--- src/mpsm_map.svh ---
// Offsets, field positions, reset values and timing counts of the module state machine
`ifndef MPSM_MAP_SVH
`define MPSM_MAP_SVH

// ----------------------------------------
// Register byte offsets
// ----------------------------------------
`define MPSM_OFS_STATE    8'h00
`define MPSM_OFS_FLAG     8'h04
`define MPSM_OFS_CTRL     8'h08
`define MPSM_OFS_MAXPWR   8'h0C
`define MPSM_OFS_LINK     8'h10

// ----------------------------------------
// Field positions and reset values
// ----------------------------------------
`define MPSM_FLAG_CHG_BIT 0
`define MPSM_CTRL_SRST_BIT 0
`define MPSM_MAXPWR_RST   8'h00

// ----------------------------------------
// Reported state codes
// ----------------------------------------
`define MPSM_CODE_RESETTING 3'h0
`define MPSM_CODE_RESET     3'h0
`define MPSM_CODE_INIT      3'h0
`define MPSM_CODE_LOWPWR    3'h1
`define MPSM_CODE_PWRUP     3'h2
`define MPSM_CODE_READY     3'h3
`define MPSM_CODE_PWRDN     3'h4

// ----------------------------------------
// Timing: times in ns, counts in 5 ns cycles
// ----------------------------------------
`define MPSM_CLK_NS        5
`define MPSM_T_SHUTDOWN_NS 1000
`define MPSM_T_INIT_NS     2000
`define MPSM_T_PWRUP_NS    1000
`define MPSM_T_PWRDN_NS    1000
`define MPSM_CYC(ns) (16'(((ns) + `MPSM_CLK_NS - 1) / `MPSM_CLK_NS))

`endif

--- src/mpsm_pkg.sv ---
// Types shared by the module state machine
`default_nettype none
package mpsm_pkg;

    // One-hot states of the module state machine
    typedef enum logic [6:0] {
        MPSM_RESETTING = 7'h01,
        MPSM_RESET     = 7'h02,
        MPSM_INIT      = 7'h04,
        MPSM_LOWPWR    = 7'h08,
        MPSM_PWRUP     = 7'h10,
        MPSM_READY     = 7'h20,
        MPSM_PWRDN     = 7'h40
    } mpsm_state_e;

    // Register port request
    typedef struct packed {
        logic [7:0]  addr;
        logic [31:0] wdata;
        logic        wr;
        logic        rd;
    } mpsm_req_s;

    // Host-side request pins
    typedef struct packed {
        logic reset_request_term;
        logic low_power_request_term;
        logic low_power_exit_request_term;
        logic power_good;
        logic link_clk;
    } mpsm_pins_s;

    // Control outputs toward the module electronics
    typedef struct packed {
        logic [2:0] module_state;
        logic       high_power_en;
        logic       electronics_reset;
        logic       path_deactivated;
        logic       path_discard;
        logic       mgmt_link_ready;
        logic       host_irq_block;
        logic       state_change_flag;
    } mpsm_ctl_s;

endpackage : mpsm_pkg
`default_nettype wire

--- src/mpsm_module_state_machine.sv ---
// Module state machine with register port and power sequencing outputs
//
// The address-and-strobe port and the register addresses were decided locally.
`include "mpsm_map.svh"
`timescale 1ns/100ps
`default_nettype none

module mpsm_module_state_machine (
    input  wire logic               clk,
    input  wire logic               rst_n,
    input  wire mpsm_pkg::mpsm_pins_s pins,
    input  wire mpsm_pkg::mpsm_req_s  req,
    output var  logic [31:0]        rdata,
    output var  mpsm_pkg::mpsm_ctl_s  ctl
);
    import mpsm_pkg::*;

    // Advertised maximum power byte, value is arbitrary
    localparam logic [7:0] MAX_POWER_ADV = `MPSM_MAXPWR_RST;

    typedef struct packed {
        logic [1:0]  rst_s;
        logic [1:0]  lp_s;
        logic [1:0]  lpx_s;
        logic [1:0]  pwr_s;
        logic [2:0]  lclk_s;
        mpsm_state_e st;
        logic [15:0] cnt;
        logic        flag;
        logic        soft_rst;
        logic [7:0]  link_cnt;
        logic [31:0] rdata;
        mpsm_ctl_s   ctl;
    } mpsm_reg_s;

    mpsm_reg_s r;
    mpsm_reg_s n;
    logic [1:0] rst_sync;
    logic       rst_q;
    logic       rst_term;
    logic       lp_term;
    logic       lpx_term;
    logic       resp;
    logic       flag_set;
    logic       flag_clr;

    // ----------------------------------------
    // Reset release
    // ----------------------------------------

    // Two-stage release of the asynchronous reset
    always_ff @(posedge clk or negedge rst_n) begin
        if (!rst_n) begin
            rst_sync <= 2'h0;
        end else begin
            rst_sync <= {rst_sync[0], 1'b1};
        end
    end
    assign rst_q = rst_sync[1];

    // ----------------------------------------
    // Next-state logic
    // ----------------------------------------

    // Request terms after synchronisers
    assign rst_term = r.rst_s[1] | r.soft_rst;
    assign lp_term  = r.lp_s[1];
    assign lpx_term = r.lpx_s[1];
    assign resp     = r.st[3] | r.st[4] | r.st[5] | r.st[6];

    always_comb begin
        n = r;
        // Pin synchronisers; stage 0 feeds stage 1 only
        n.rst_s  = {r.rst_s[0], pins.reset_request_term};
        n.lp_s   = {r.lp_s[0], pins.low_power_request_term};
        n.lpx_s  = {r.lpx_s[0], pins.low_power_exit_request_term};
        n.pwr_s  = {r.pwr_s[0], pins.power_good};
        n.lclk_s = {r.lclk_s[1:0], pins.link_clk};
        flag_set = 1'b0;
        flag_clr = 1'b0;
        n.rdata  = 32'h0000_0000;
        if (r.cnt != 16'h0000) begin
            n.cnt = r.cnt - 16'h0001;
        end
        // Count link clock rises while the link answers
        if (resp && r.lclk_s[1] && !r.lclk_s[2]) begin
            n.link_cnt = r.link_cnt + 8'h01;
        end

        // State transitions
        case (r.st)
            MPSM_RESETTING: begin
                if (r.cnt == 16'h0000) begin
                    n.st = MPSM_RESET;
                end
            end
            MPSM_RESET: begin
                n.soft_rst = 1'b0;
                if (!r.rst_s[1] && r.pwr_s[1]) begin
                    n.st  = MPSM_INIT;
                    n.cnt = `MPSM_CYC(`MPSM_T_INIT_NS);
                end
            end
            MPSM_INIT: begin
                n.flag     = 1'b0;
                n.soft_rst = 1'b0;
                n.link_cnt = 8'h00;
                if (r.cnt == 16'h0000) begin
                    n.st = MPSM_LOWPWR;
                end
            end
            MPSM_LOWPWR: begin
                if (!lp_term) begin
                    n.st  = MPSM_PWRUP;
                    n.cnt = `MPSM_CYC(`MPSM_T_PWRUP_NS);
                end
            end
            MPSM_PWRUP: begin
                if (lp_term) begin
                    n.st  = MPSM_PWRDN;
                    n.cnt = `MPSM_CYC(`MPSM_T_PWRDN_NS);
                end else if (r.cnt == 16'h0000) begin
                    n.st = MPSM_READY;
                end
            end
            MPSM_READY: begin
                if (lpx_term) begin
                    n.st  = MPSM_PWRDN;
                    n.cnt = `MPSM_CYC(`MPSM_T_PWRDN_NS);
                end
            end
            MPSM_PWRDN: begin
                if (r.cnt == 16'h0000) begin
                    n.st = MPSM_LOWPWR;
                end
            end
            default: begin
                n.st = MPSM_RESET;
            end
        endcase

        if (rst_term && r.st != MPSM_RESET && r.st != MPSM_RESETTING) begin
            n.st  = MPSM_RESETTING;
            n.cnt = `MPSM_CYC(`MPSM_T_SHUTDOWN_NS);
        end

        // register port served only while responsive
        if (resp && req.wr) begin
            case (req.addr)
                `MPSM_OFS_FLAG: flag_clr = req.wdata[`MPSM_FLAG_CHG_BIT];
                `MPSM_OFS_CTRL: n.soft_rst = req.wdata[`MPSM_CTRL_SRST_BIT];
                default: begin
                end
            endcase
        end
        // reads answer zero while not responsive
        if (resp && req.rd) begin
            case (req.addr)
                `MPSM_OFS_STATE:  n.rdata = {29'h0, r.ctl.module_state};
                `MPSM_OFS_FLAG:   n.rdata = {31'h0, r.flag};
                `MPSM_OFS_CTRL:   n.rdata = {31'h0, r.soft_rst};
                `MPSM_OFS_MAXPWR: n.rdata = {24'h0, MAX_POWER_ADV};
                `MPSM_OFS_LINK:   n.rdata = {24'h0, r.link_cnt};
                default:          n.rdata = 32'h0000_0000;
            endcase
        end

        // flag on low-power entry only while the low-power request holds
        if (n.st == MPSM_LOWPWR && r.st != MPSM_LOWPWR && lp_term) begin
            flag_set = 1'b1;
        end
        if (n.st == MPSM_READY && r.st != MPSM_READY) begin
            flag_set = 1'b1;
        end
        // Set wins over a clear in the same cycle
        if (n.st != MPSM_INIT) begin
            n.flag = (r.flag & ~flag_clr) | flag_set;
        end

        case (n.st)
            MPSM_INIT:   n.ctl.module_state = `MPSM_CODE_INIT; // Default code
            MPSM_LOWPWR: n.ctl.module_state = `MPSM_CODE_LOWPWR;
            MPSM_PWRUP:  n.ctl.module_state = `MPSM_CODE_PWRUP;
            MPSM_READY:  n.ctl.module_state = `MPSM_CODE_READY;
            MPSM_PWRDN:  n.ctl.module_state = `MPSM_CODE_PWRDN;
            default:     n.ctl.module_state = r.ctl.module_state;
        endcase
        // high power only powering up or operational
        n.ctl.high_power_en     = (n.st == MPSM_PWRUP) || (n.st == MPSM_READY);
        // electronics and interrupts held in reset
        n.ctl.electronics_reset = (n.st == MPSM_RESET) || (n.st == MPSM_RESETTING);
        n.ctl.host_irq_block    = (n.st == MPSM_RESET) || (n.st == MPSM_RESETTING)
                                  || (n.st == MPSM_INIT);
        n.ctl.path_deactivated  = (n.st != MPSM_READY);
        n.ctl.path_discard      = (n.st == MPSM_RESETTING) && (r.st != MPSM_RESETTING);
        n.ctl.mgmt_link_ready   = (n.st == MPSM_LOWPWR) || (n.st == MPSM_PWRUP)
                                  || (n.st == MPSM_READY) || (n.st == MPSM_PWRDN);
        n.ctl.state_change_flag = n.flag;
    end

    // ----------------------------------------
    // State register
    // ----------------------------------------

    always_ff @(posedge clk or negedge rst_q) begin
        if (!rst_q) begin
            r <= '{rst_s: 2'h0, lp_s: 2'h0, lpx_s: 2'h0, pwr_s: 2'h0, lclk_s: 3'h0,
                   st: MPSM_RESET, cnt: 16'h0000, flag: 1'b0, soft_rst: 1'b0,
                   link_cnt: 8'h00, rdata: 32'h0000_0000,
                   ctl: '{module_state: `MPSM_CODE_RESET, high_power_en: 1'b0,
                          electronics_reset: 1'b1, path_deactivated: 1'b1,
                          path_discard: 1'b0, mgmt_link_ready: 1'b0,
                          host_irq_block: 1'b1, state_change_flag: 1'b0}};
        end else begin
            r <= n;
        end
    end

    assign rdata = r.rdata;
    assign ctl   = r.ctl;
endmodule : mpsm_module_state_machine
`default_nettype wire

--- config.mk ---
export PLATFORM = sky130hd
export DESIGN_NAME = mpsm_module_state_machine
export DESIGN_NICKNAME = d
export VERILOG_FILES = /design/src/mpsm_pkg.sv /design/src/mpsm_module_state_machine.sv
export VERILOG_INCLUDE_DIRS = /design/src
export SDC_FILE = /design/constraint.sdc
export NUM_CORES = 1
export LEC_CHECK = 0
export BUFFER_PORTS_ARGS = -buffer_cell sky130_fd_sc_hd__buf_2
export CAP_MARGIN = 20
export CORE_MARGIN = 3
export CORE_UTILIZATION = 56
export CTS_CLUSTER_SIZE = 12
export DETAILED_ROUTE_END_ITERATION = 10
export PLACE_DENSITY = 0.85
export REMOVE_ABC_BUFFERS = 1
export SLEW_MARGIN = 40
export SYNTH_ARGS = -nofsm -noshare
export SYNTH_HDL_FRONTEND = slang
export SYNTH_SLANG_ARGS = --single-unit
--- constraint.sdc ---
create_clock -name clk -period 6.2 [get_ports clk]
set_clock_uncertainty 0.2 [all_clocks]
set_input_delay 0.62 -clock clk [delete_from_list [all_inputs] [get_ports clk]]
set_output_delay 0.62 -clock clk [all_outputs]
set_load 0.05 [all_outputs]
==> qor.txt, run 1 <==
Status -> finished, final reports clean
Grt met1 use -> 27.5%
Async SR Flop Fraction -> 100%
Initial DRT Pass Iterations -> 4
Post-synthesis register bit count -> 63
Most Crowded Layer GR -> met2
Number of buffers created by CTS -> 9
Area Growth Syn to Fin -> 5.20%
GP Congestion -> 0.910
EDFF count, synth -> 0
Slew HR -> 52.6%
PnR worst setup slack -> 3270 ps
Top-count cell post-synth -> dfrtp_1
Postcts setup bufs -> 0
CP Launch Type -> flop
Slew Viols, Final -> 0
Hold buffers post-CTS -> 1
Critical path arrival -> 3000 ps
TritonCTS clock tree -> built
Dominant cells by area after synthesis -> dfrtp_1 45%, buf_4 9.6%, xnor2_1 4.8%, nor2_1 4.1%, dfstp_2 3.2%
GRT met2 Usage -> 29.5%
Maximum fanout along the worst path -> 10
Clk Latency, worst-skew pair -> 340 ps
Top post-synthesis cells by count -> 59 x dfrtp_1, 42 x buf_4, 36 x nor2_1
DP HPWL -> 4310 um
Top-area cell type share of the netlist area -> 44.8%
Share of cells above drive strength 1 -> 20.2%
ANT nets after route -> 0
MaxCap Viol Count -> 0
Post-Syn Area -> 3300 um^2
Via Count -> 2274
1st-iter DRT viols -> 184
Finished Layout Cells -> 418
DR vias/cell -> 5.44
WL final -> 6240 um
Fmax -> 0.342 GHz
Die area -> 6840 um^2
HP Class -> reg -> async
Final setup fails -> 0
Vias in the first global route -> 2077
Rows -> 27
Final hold violation count -> 0
Dpl ws -> 3330 ps
Largest net degree at the start of global routing -> 62
Synthesized instance count -> 325
CTS max path bufs -> 2
CTS root buffer -> clkbuf_8
Buffers added on ports -> 35
Fin crit period -> 2930 ps
Sequential area share after synthesis -> 48.0%
Die Width -> 82.7 um
Final cycle utilization of the critical path -> 47.2%
Post-CTS resize count -> 0
# IOs -> 91
Synth cell types -> 56
Setup TNS -> 0 ps
Reg area -> 1580 um^2
Yosys top cell by area -> dfrtp_1
Critical Path Sink Type -> flop
Ant diodes -> 0
Routed WL per cell -> 14.9 um
Critical path type -> reg -> reg
All-layer global routing usage -> 20.0%
Clock slew at reported path FFs -> 60 ps
Critical path required time -> 6270 ps
RSZ-0062 raised after global routing -> false
Starting Density -> 58.8%
Core area -> 5610 um^2
Syn_area_per_cell -> 10.1 um^2
DIE HEIGHT -> 82.7 um
Fillers -> 457
Nets -> 393
GRT Residual Overflow -> 0
Dpl cells -> 402
Footprint of the multi-input gates -> 1390 um^2
# H-tree levels -> 3
Slew @ Worst Pin -> 706 ps
Yosys warns -> 0
Leak -> 1.62 nW
CTS Sinks -> 63
Pwr Density -> 349 nW/um^2
Drc violations -> 0
Dominant synthesized flop cell -> dfrtp_1
Peak VDD IR -> 0.191 mV
First-pass GRT wire length -> 10100 um
GR Layer Usage met3 -> 6.18%
Initial antenna violation count -> 0
[logic make-up (layout without fill, tap and decap cells)]
logic type	count (synthesis)	after routing	synth area share [%]
buffers and inverters	66	64	13.1
other	2	25	0.228
XOR/XNOR	24	24	6.38
multiplexers	6	6	1.82
flip-flops	63	63	48.0
AO/OA/AOI/OAI	38	38	9.22
adder cells (fa/ha/maj)	2	2	0.759
AND/OR/NAND/NOR	124	124	20.5
[area by class of cell]
class,instances,share of cell area [%]
clock buffers,11,4.08
repair buffers,37,5.66
multi-input cells,219,40.1
well taps,72,2.60
flip-flops and latches,63,45.6
inverters,12,1.30
clock inverters,4,0.649
[cell usage in the layout, fill, tap and decap left out, types with 5 or more instances in the layout]
cell type | netlist | layout
nor2_1 | 36 | 36
nand2b_1 | 5 | 5
xor2_1 | 6 | 6
clkbuf_8 | 0 | 10
inv_1 | 12 | 12
nand2_1 | 17 | 17
mux2i_1 | 6 | 6
conb_1 | 2 | 25
nor3_1 | 13 | 13
nand3_1 | 10 | 10
buf_2 | 4 | 35
and2_1 | 5 | 5
xnor2_1 | 18 | 18
dfrtp_1 | 59 | 58
or3_1 | 5 | 5
[critical path, stage by stage (launching register included)]
cell and delay [ps]:
dfrtp_1 430, or4_4 570, or3_1 490, nor3_1 640, nand3_1 170, and3b_1 230, o2bb2ai_1 130
[layer usage]
layer / vias up / wire, um
met5: - / 0
met1: 1095 / 2800
met3: 13 / 442
met2: 88 / 2880
met4: 0 / 112
li1: 1078 / -
[registers in the layout, summed over array words and instances, names as in the netlist]
| signal | flops |
|---|---|
| rst_sync | 2 |
| ctl | 10 |
| r | 35 |
| lp_term | 1 |
| rdata | 8 |
| lpx_term | 1 |
| n | 6 |
[stage by stage]
stage	power (mW)	cell area, um^2	util, %	hold WS (ps)
2_1_floorplan	0.819	3000	-	124
3_3_place_gp	0.888	3270	58.3	132
3_5_place_dp	0.908	3280	58.6	136
4_1_cts	1.21	3460	61.7	150
5_1_grt	1.29	3470	61.8	157
6_report	1.21	3470	61.8	110
[power breakdown]
group | internal, mW | switching [mW]
combinational | 0.129 | 0.249
sequential | 0.468 | 0.0606
clock | 0.151 | 0.151
[worst paths after layout]
path | startpoint | end | slack [ps] | depth (start not counted)
min in group clk | n[85] | r[85] | 150 | 0
worst min-delay path | rst_sync[1] | ctl[6] | 110 | 1
max in group asynchronous | rst_sync[1] | ctl[5] | 5280 | 1
worst max register to register | r[59] | ctl[7] | 3270 | 6
worst min register to register | rst_sync[1] | ctl[6] | 110 | 1
worst max-delay path | r[59] | ctl[7] | 3270 | 6
(Power assumes the default switching activity.)
==> run 2, diff against run 1 <==
- CORE_UTILIZATION: 56 -> 52
- PLACE_DENSITY: 0.85 -> 0.79
- clock period: 6.2 -> 2.9 ns (I/O delays scaled with it)
==> run 2 against run 1 <==
Critical path type unchanged. Clock power increased to 2.5 times the previous value. Sequential share of layout area fell by 2.2 points. Via count is 4.5% higher. Fmax is 7.8% higher. Total power increased by 130%. Worst hold slack worse by 69 ps. Largest power group unchanged. Register-to-register slack got worse by 3100 ps. Die area up 7.1%. Design area increased by 5.1%. Highest routed layer unchanged. Clock-buffer cell count rose by 2. Wire length increased by 2.0%.
==> qor.txt, run 2 (same netlist as run 1, synthesis figures left out) <==
Die Width -> 85.6 um
Rows -> 28
Finished Layout Cells -> 441
Clock slew at reported path FFs -> 70 ps
Routed WL per cell -> 14.4 um
HP Class -> in -> reg
DIE HEIGHT -> 85.6 um
Number of buffers created by CTS -> 9
Initial antenna violation count -> 0
Critical path arrival -> 2740 ps
Dpl cells -> 417
Util after Layout -> 60.5%
Ant diodes -> 0
Drc violations -> 0
CTS Sinks -> 63
Initial DRT Pass Iterations -> 4
GP Congestion -> 0.918
Core area -> 6030 um^2
Fillers -> 508
Leak -> 1.71 nW
MaxCap Viol Count -> 0
CP Launch Type -> flop
Nets -> 412
Fin area -> 3640 um^2
Pwr Density -> 755 nW/um^2
Peak VDD IR -> 0.470 mV
Status -> finished, final reports clean
Slew HR -> 54.0%
Top reg by flops -> r
Final setup fails -> 0
# IOs -> 91
Via Count -> 2376
Vias in the first global route -> 2319
Critical Path Sink Type -> flop
Maximum fanout along the worst path -> 7
CTS root buffer -> clkbuf_8
Final hold violation count -> 0
Slew Viols, Final -> 0
1st-iter DRT viols -> 137
Post-CTS resize count -> 0
Critical path type -> reg -> reg
Fmax -> 0.368 GHz
Postcts setup bufs -> 0
DP HPWL -> 4580 um
All-layer global routing usage -> 19.0%
GRT Residual Overflow -> 0
Slew @ Worst Pin -> 690 ps
ANT nets after route -> 0
Largest net degree at the start of global routing -> 31
Number of flip-flops in the largest register -> 35
CTS max path bufs -> 2
Clk Latency, worst-skew pair -> 330 ps
Placed Area -> 3360 um^2
Most frequent cells in the layout -> 58 x dfrtp_1, 36 x nor2_1, 35 x buf_2
Buffers added on ports -> 35
Fin crit period -> 2720 ps
Final hold slack -> 40.9 ps
Area Growth Syn to Fin -> 10.6%
Critical path required time -> 2930 ps
Final cycle utilization of the critical path -> 93.7%
Setup TNS -> 0 ps
Die area -> 7330 um^2
Most common cell after layout, fill and taps aside -> dfrtp_1
PnR worst setup slack -> 183 ps
Total Power Consumption -> 2.75 mW
Share of cells above drive strength 1 -> 21.9%
Starting Density -> 54.7%
WL final -> 6360 um
DR vias/cell -> 5.39
RSZ-0062 raised after global routing -> false
TritonCTS clock tree -> built
First-pass GRT wire length -> 10800 um
# H-tree levels -> 3
Dpl ws -> 217 ps
run 2: changes by cell type in the layout (fill, tap and decap cells not counted), sizes merged:
cell,before,now
dlygate4sd3,1,8
bufinv,0,1
buf,36,48
clkbuf,11,13
clkinv,3,1
run 2: worst paths after layout:
path	from	to	slack, ps	depth (start not counted)
worst max-delay path	r[59]	ctl[8]	180	6
max in group asynchronous	rst_sync[1]	ctl[5]	1630	1
worst min register to register	rst_sync[1]	rdata[5]	110	0
worst max register to register	r[59]	ctl[8]	180	6
min in group asynchronous	rst_n	rst_sync[0]	60	2
worst min-delay path	req[35]	rdata[0]	40	4
run 2: power by group:
group / internal [mW] / switching, mW
registers: 1.00 / 0.127
logic: 0.312 / 0.546
clock network: 0.443 / 0.323
run 2: cell type report:
class	count	area, um^2	area share, %
Sequential cell	63	1580	43.4
Multi-Input combinational cell	219	1370	37.6
Timing Repair Buffer	56	353	9.68
Clock buffer	13	159	4.36
Tap cell	75	93.8	2.57
Inverter	12	45.0	1.24
Clock inverter	3	42.5	1.17
run 2: what timing repair did:
action	CTS	global route
hold buffers	8	0
setup endpoints to repair	0	0
endpoints found under the hold margin	9	0
run 2: worst max-delay path: stages (launching register included):
cell and delay (ps):
dfrtp_1 430, or4_4 560, or3_1 340, or3_1 540, a21oi_4 220, a31oi_2 140
a21o_1 170
run 2: layer usage:
metal  global-route usage (%)  routed length, um  up-vias
met1                     24.3               2660     1168
met4                     7.48                170        0
met5                        0                  0        -
met3                     5.76                370       13
li1                         -                  -     1118
met2                     30.2               3160       77
==> run 3, diff against run 2 <==
- CELL_PAD_IN_SITES_DETAIL_PLACEMENT: not set -> 0
- CELL_PAD_IN_SITES_GLOBAL_PLACEMENT: not set -> 2
- CORE_UTILIZATION: 52 -> 32
- PLACE_DENSITY: 0.79 -> not set
- PLACE_DENSITY_LB_ADDON: not set -> 0.1
==> run 3 against run 2 <==
Worst hold slack got worse by 7.8 ps. First-iteration DRC count decreased by 68%. Clock-buffer cell count decreased by 3. Sequential power about the same. Wire length increased by 10%. Register-to-register slack improved by 30 ps. Via count decreased by 2.5%. Critical path depth unchanged. Critical path type unchanged. Critical endpoint is now ctl[7]. Largest cell class unchanged. Highest routed layer unchanged.
==> qor.txt, run 3 (same netlist as run 1, synthesis figures left out) <==
Critical path arrival -> 2750 ps
CTS root buffer -> clkbuf_8
Initial DRT Pass Iterations -> 4
Vias in the first global route -> 2294
Largest net degree at the start of global routing -> 28
Buffers added on ports -> 35
# IOs -> 91
Number of buffers created by CTS -> 9
Setup TNS -> 0 ps
Fmax -> 0.372 GHz
GRT Residual Overflow -> 0
Status -> finished, final reports clean
Ant diodes -> 0
Most frequent cells in the layout -> 58 x dfrtp_1, 36 x nor2_1, 35 x buf_2
PnR worst setup slack -> 212 ps
Share of cells above drive strength 1 -> 24.3%
Starting Density -> 33.3%
Number of flip-flops in the largest register -> 35
Via Count -> 2316
Util after Layout -> 38.2%
CTS max path bufs -> 2
Placed Area -> 3500 um^2
ANT nets after route -> 0
DR vias/cell -> 4.56
RSZ-0062 raised after global routing -> false
Fin crit period -> 2690 ps
1st-iter DRT viols -> 44
Slew Viols, Final -> 0
HP Class -> in -> reg
All-layer global routing usage -> 13.2%
Critical path buffers and inverters -> 0
Rows -> 36
Critical path type -> reg -> reg
Highest-delay cell along the critical path -> or4_4
Worst-path cell chain -> or4_4, or4_1, or3_1, nand2_1, and3b_1, o2bb2ai_1
Slew HR -> 59.4%
Peak VDD IR -> 0.288 mV
Final cycle utilization of the critical path -> 92.7%
Die Width -> 108 um
Leak -> 1.76 nW
Area Growth Syn to Fin -> 15.0%
TritonCTS clock tree -> built
Crit-path leading delay family -> simple AND/OR/NAND/NOR gates
Routed WL per cell -> 13.8 um
First-pass GRT wire length -> 11900 um
Final setup fails -> 0
CP Launch Type -> flop
DIE HEIGHT -> 108 um
Maximum fanout along the worst path -> 9
Initial antenna violation count -> 0
Most common cell after layout, fill and taps aside -> dfrtp_1
Nets -> 421
Critical path required time -> 2960 ps
WL final -> 7020 um
Critical Path Sink Type -> flop
Die area -> 11600 um^2
Core area -> 9910 um^2
CTS Sinks -> 63
GP Congestion -> 0.786
Clk Latency, worst-skew pair -> 340 ps
MaxCap Viol Count -> 0
Worst path max stage delay -> 600 ps
Drc violations -> 0
# H-tree levels -> 3
Clock slew at reported path FFs -> 80 ps
Fin area -> 3790 um^2
Top reg by flops -> r
Pwr Density -> 748 nW/um^2
Final hold violation count -> 0
DP HPWL -> 5220 um
Slew @ Worst Pin -> 593 ps
Dpl ws -> 230 ps
[run 3: final cells by class]
class	count	area, um^2
clock buffer	10	138
timing repair buffer	65	420
inverter	12	45.0
tap	133	166
clock inverter	6	68.8
sequential	63	1580
fill	1002	6120
multi-input combinational	219	1370
[run 3: repair_timing]
item,CTS,global route
resized for setup,0,0
buffers inserted,0,0
hold endpoints to repair,9,0
hold buffers,8,0
[run 3: through the flow]
step / instances / hold slack (ps) / power, mW
3_3_place_gp: 484 / -122 / 2.07
4_1_cts: 508 / 2.87 / 2.89
3_5_place_dp: 484 / -117 / 2.06
2_1_floorplan: 294 / -206 / 1.75
5_1_grt: 508 / 51.5 / 3.02
6_report: 508 / 33.1 / 2.83
[run 3: path summary, 6_finish.rpt]
check / startpoint / endpoint / slack [ps] / cells after the start
min reg2reg: rst_sync[1] / rdata[0] / 90 / 0
max: r[70] / ctl[7] / 210 / 6
min: req[35] / rdata[0] / 30 / 4
max reg2reg: r[70] / ctl[7] / 210 / 6
max in group asynchronous: rst_sync[1] / ctl[4] / 1590 / 1
min in group asynchronous: rst_n / rst_sync[1] / 80 / 2
[run 3: worst register-to-register path, delay by kind of cell (launching register included)]
family           cells  cell delay [ps]
AND/OR/NAND/NOR      5             1780
flip-flops           1              500
AO/OA/AOI/OAI        1              130
[run 3: report_power, final]
group / internal [mW] / switching (mW) / leakage, nW
logic: 0.358 / 0.570 / 0.846
clock network: 0.425 / 0.369 / 0.103
registers: 0.999 / 0.113 / 0.809
total: 1.78 / 1.05 / 1.76
[run 3: metal layers]
| metal | vias up | GRT usage (%) | wire (um) |
|---|---|---|---|
| met5 | - | 0 | 0 |
| met4 | 0 | 5.23 | 129 |
| met3 | 11 | 2.82 | 247 |
| met2 | 49 | 19.5 | 3150 |
| met1 | 1118 | 18.8 | 3490 |
| li1 | 1138 | - | - |
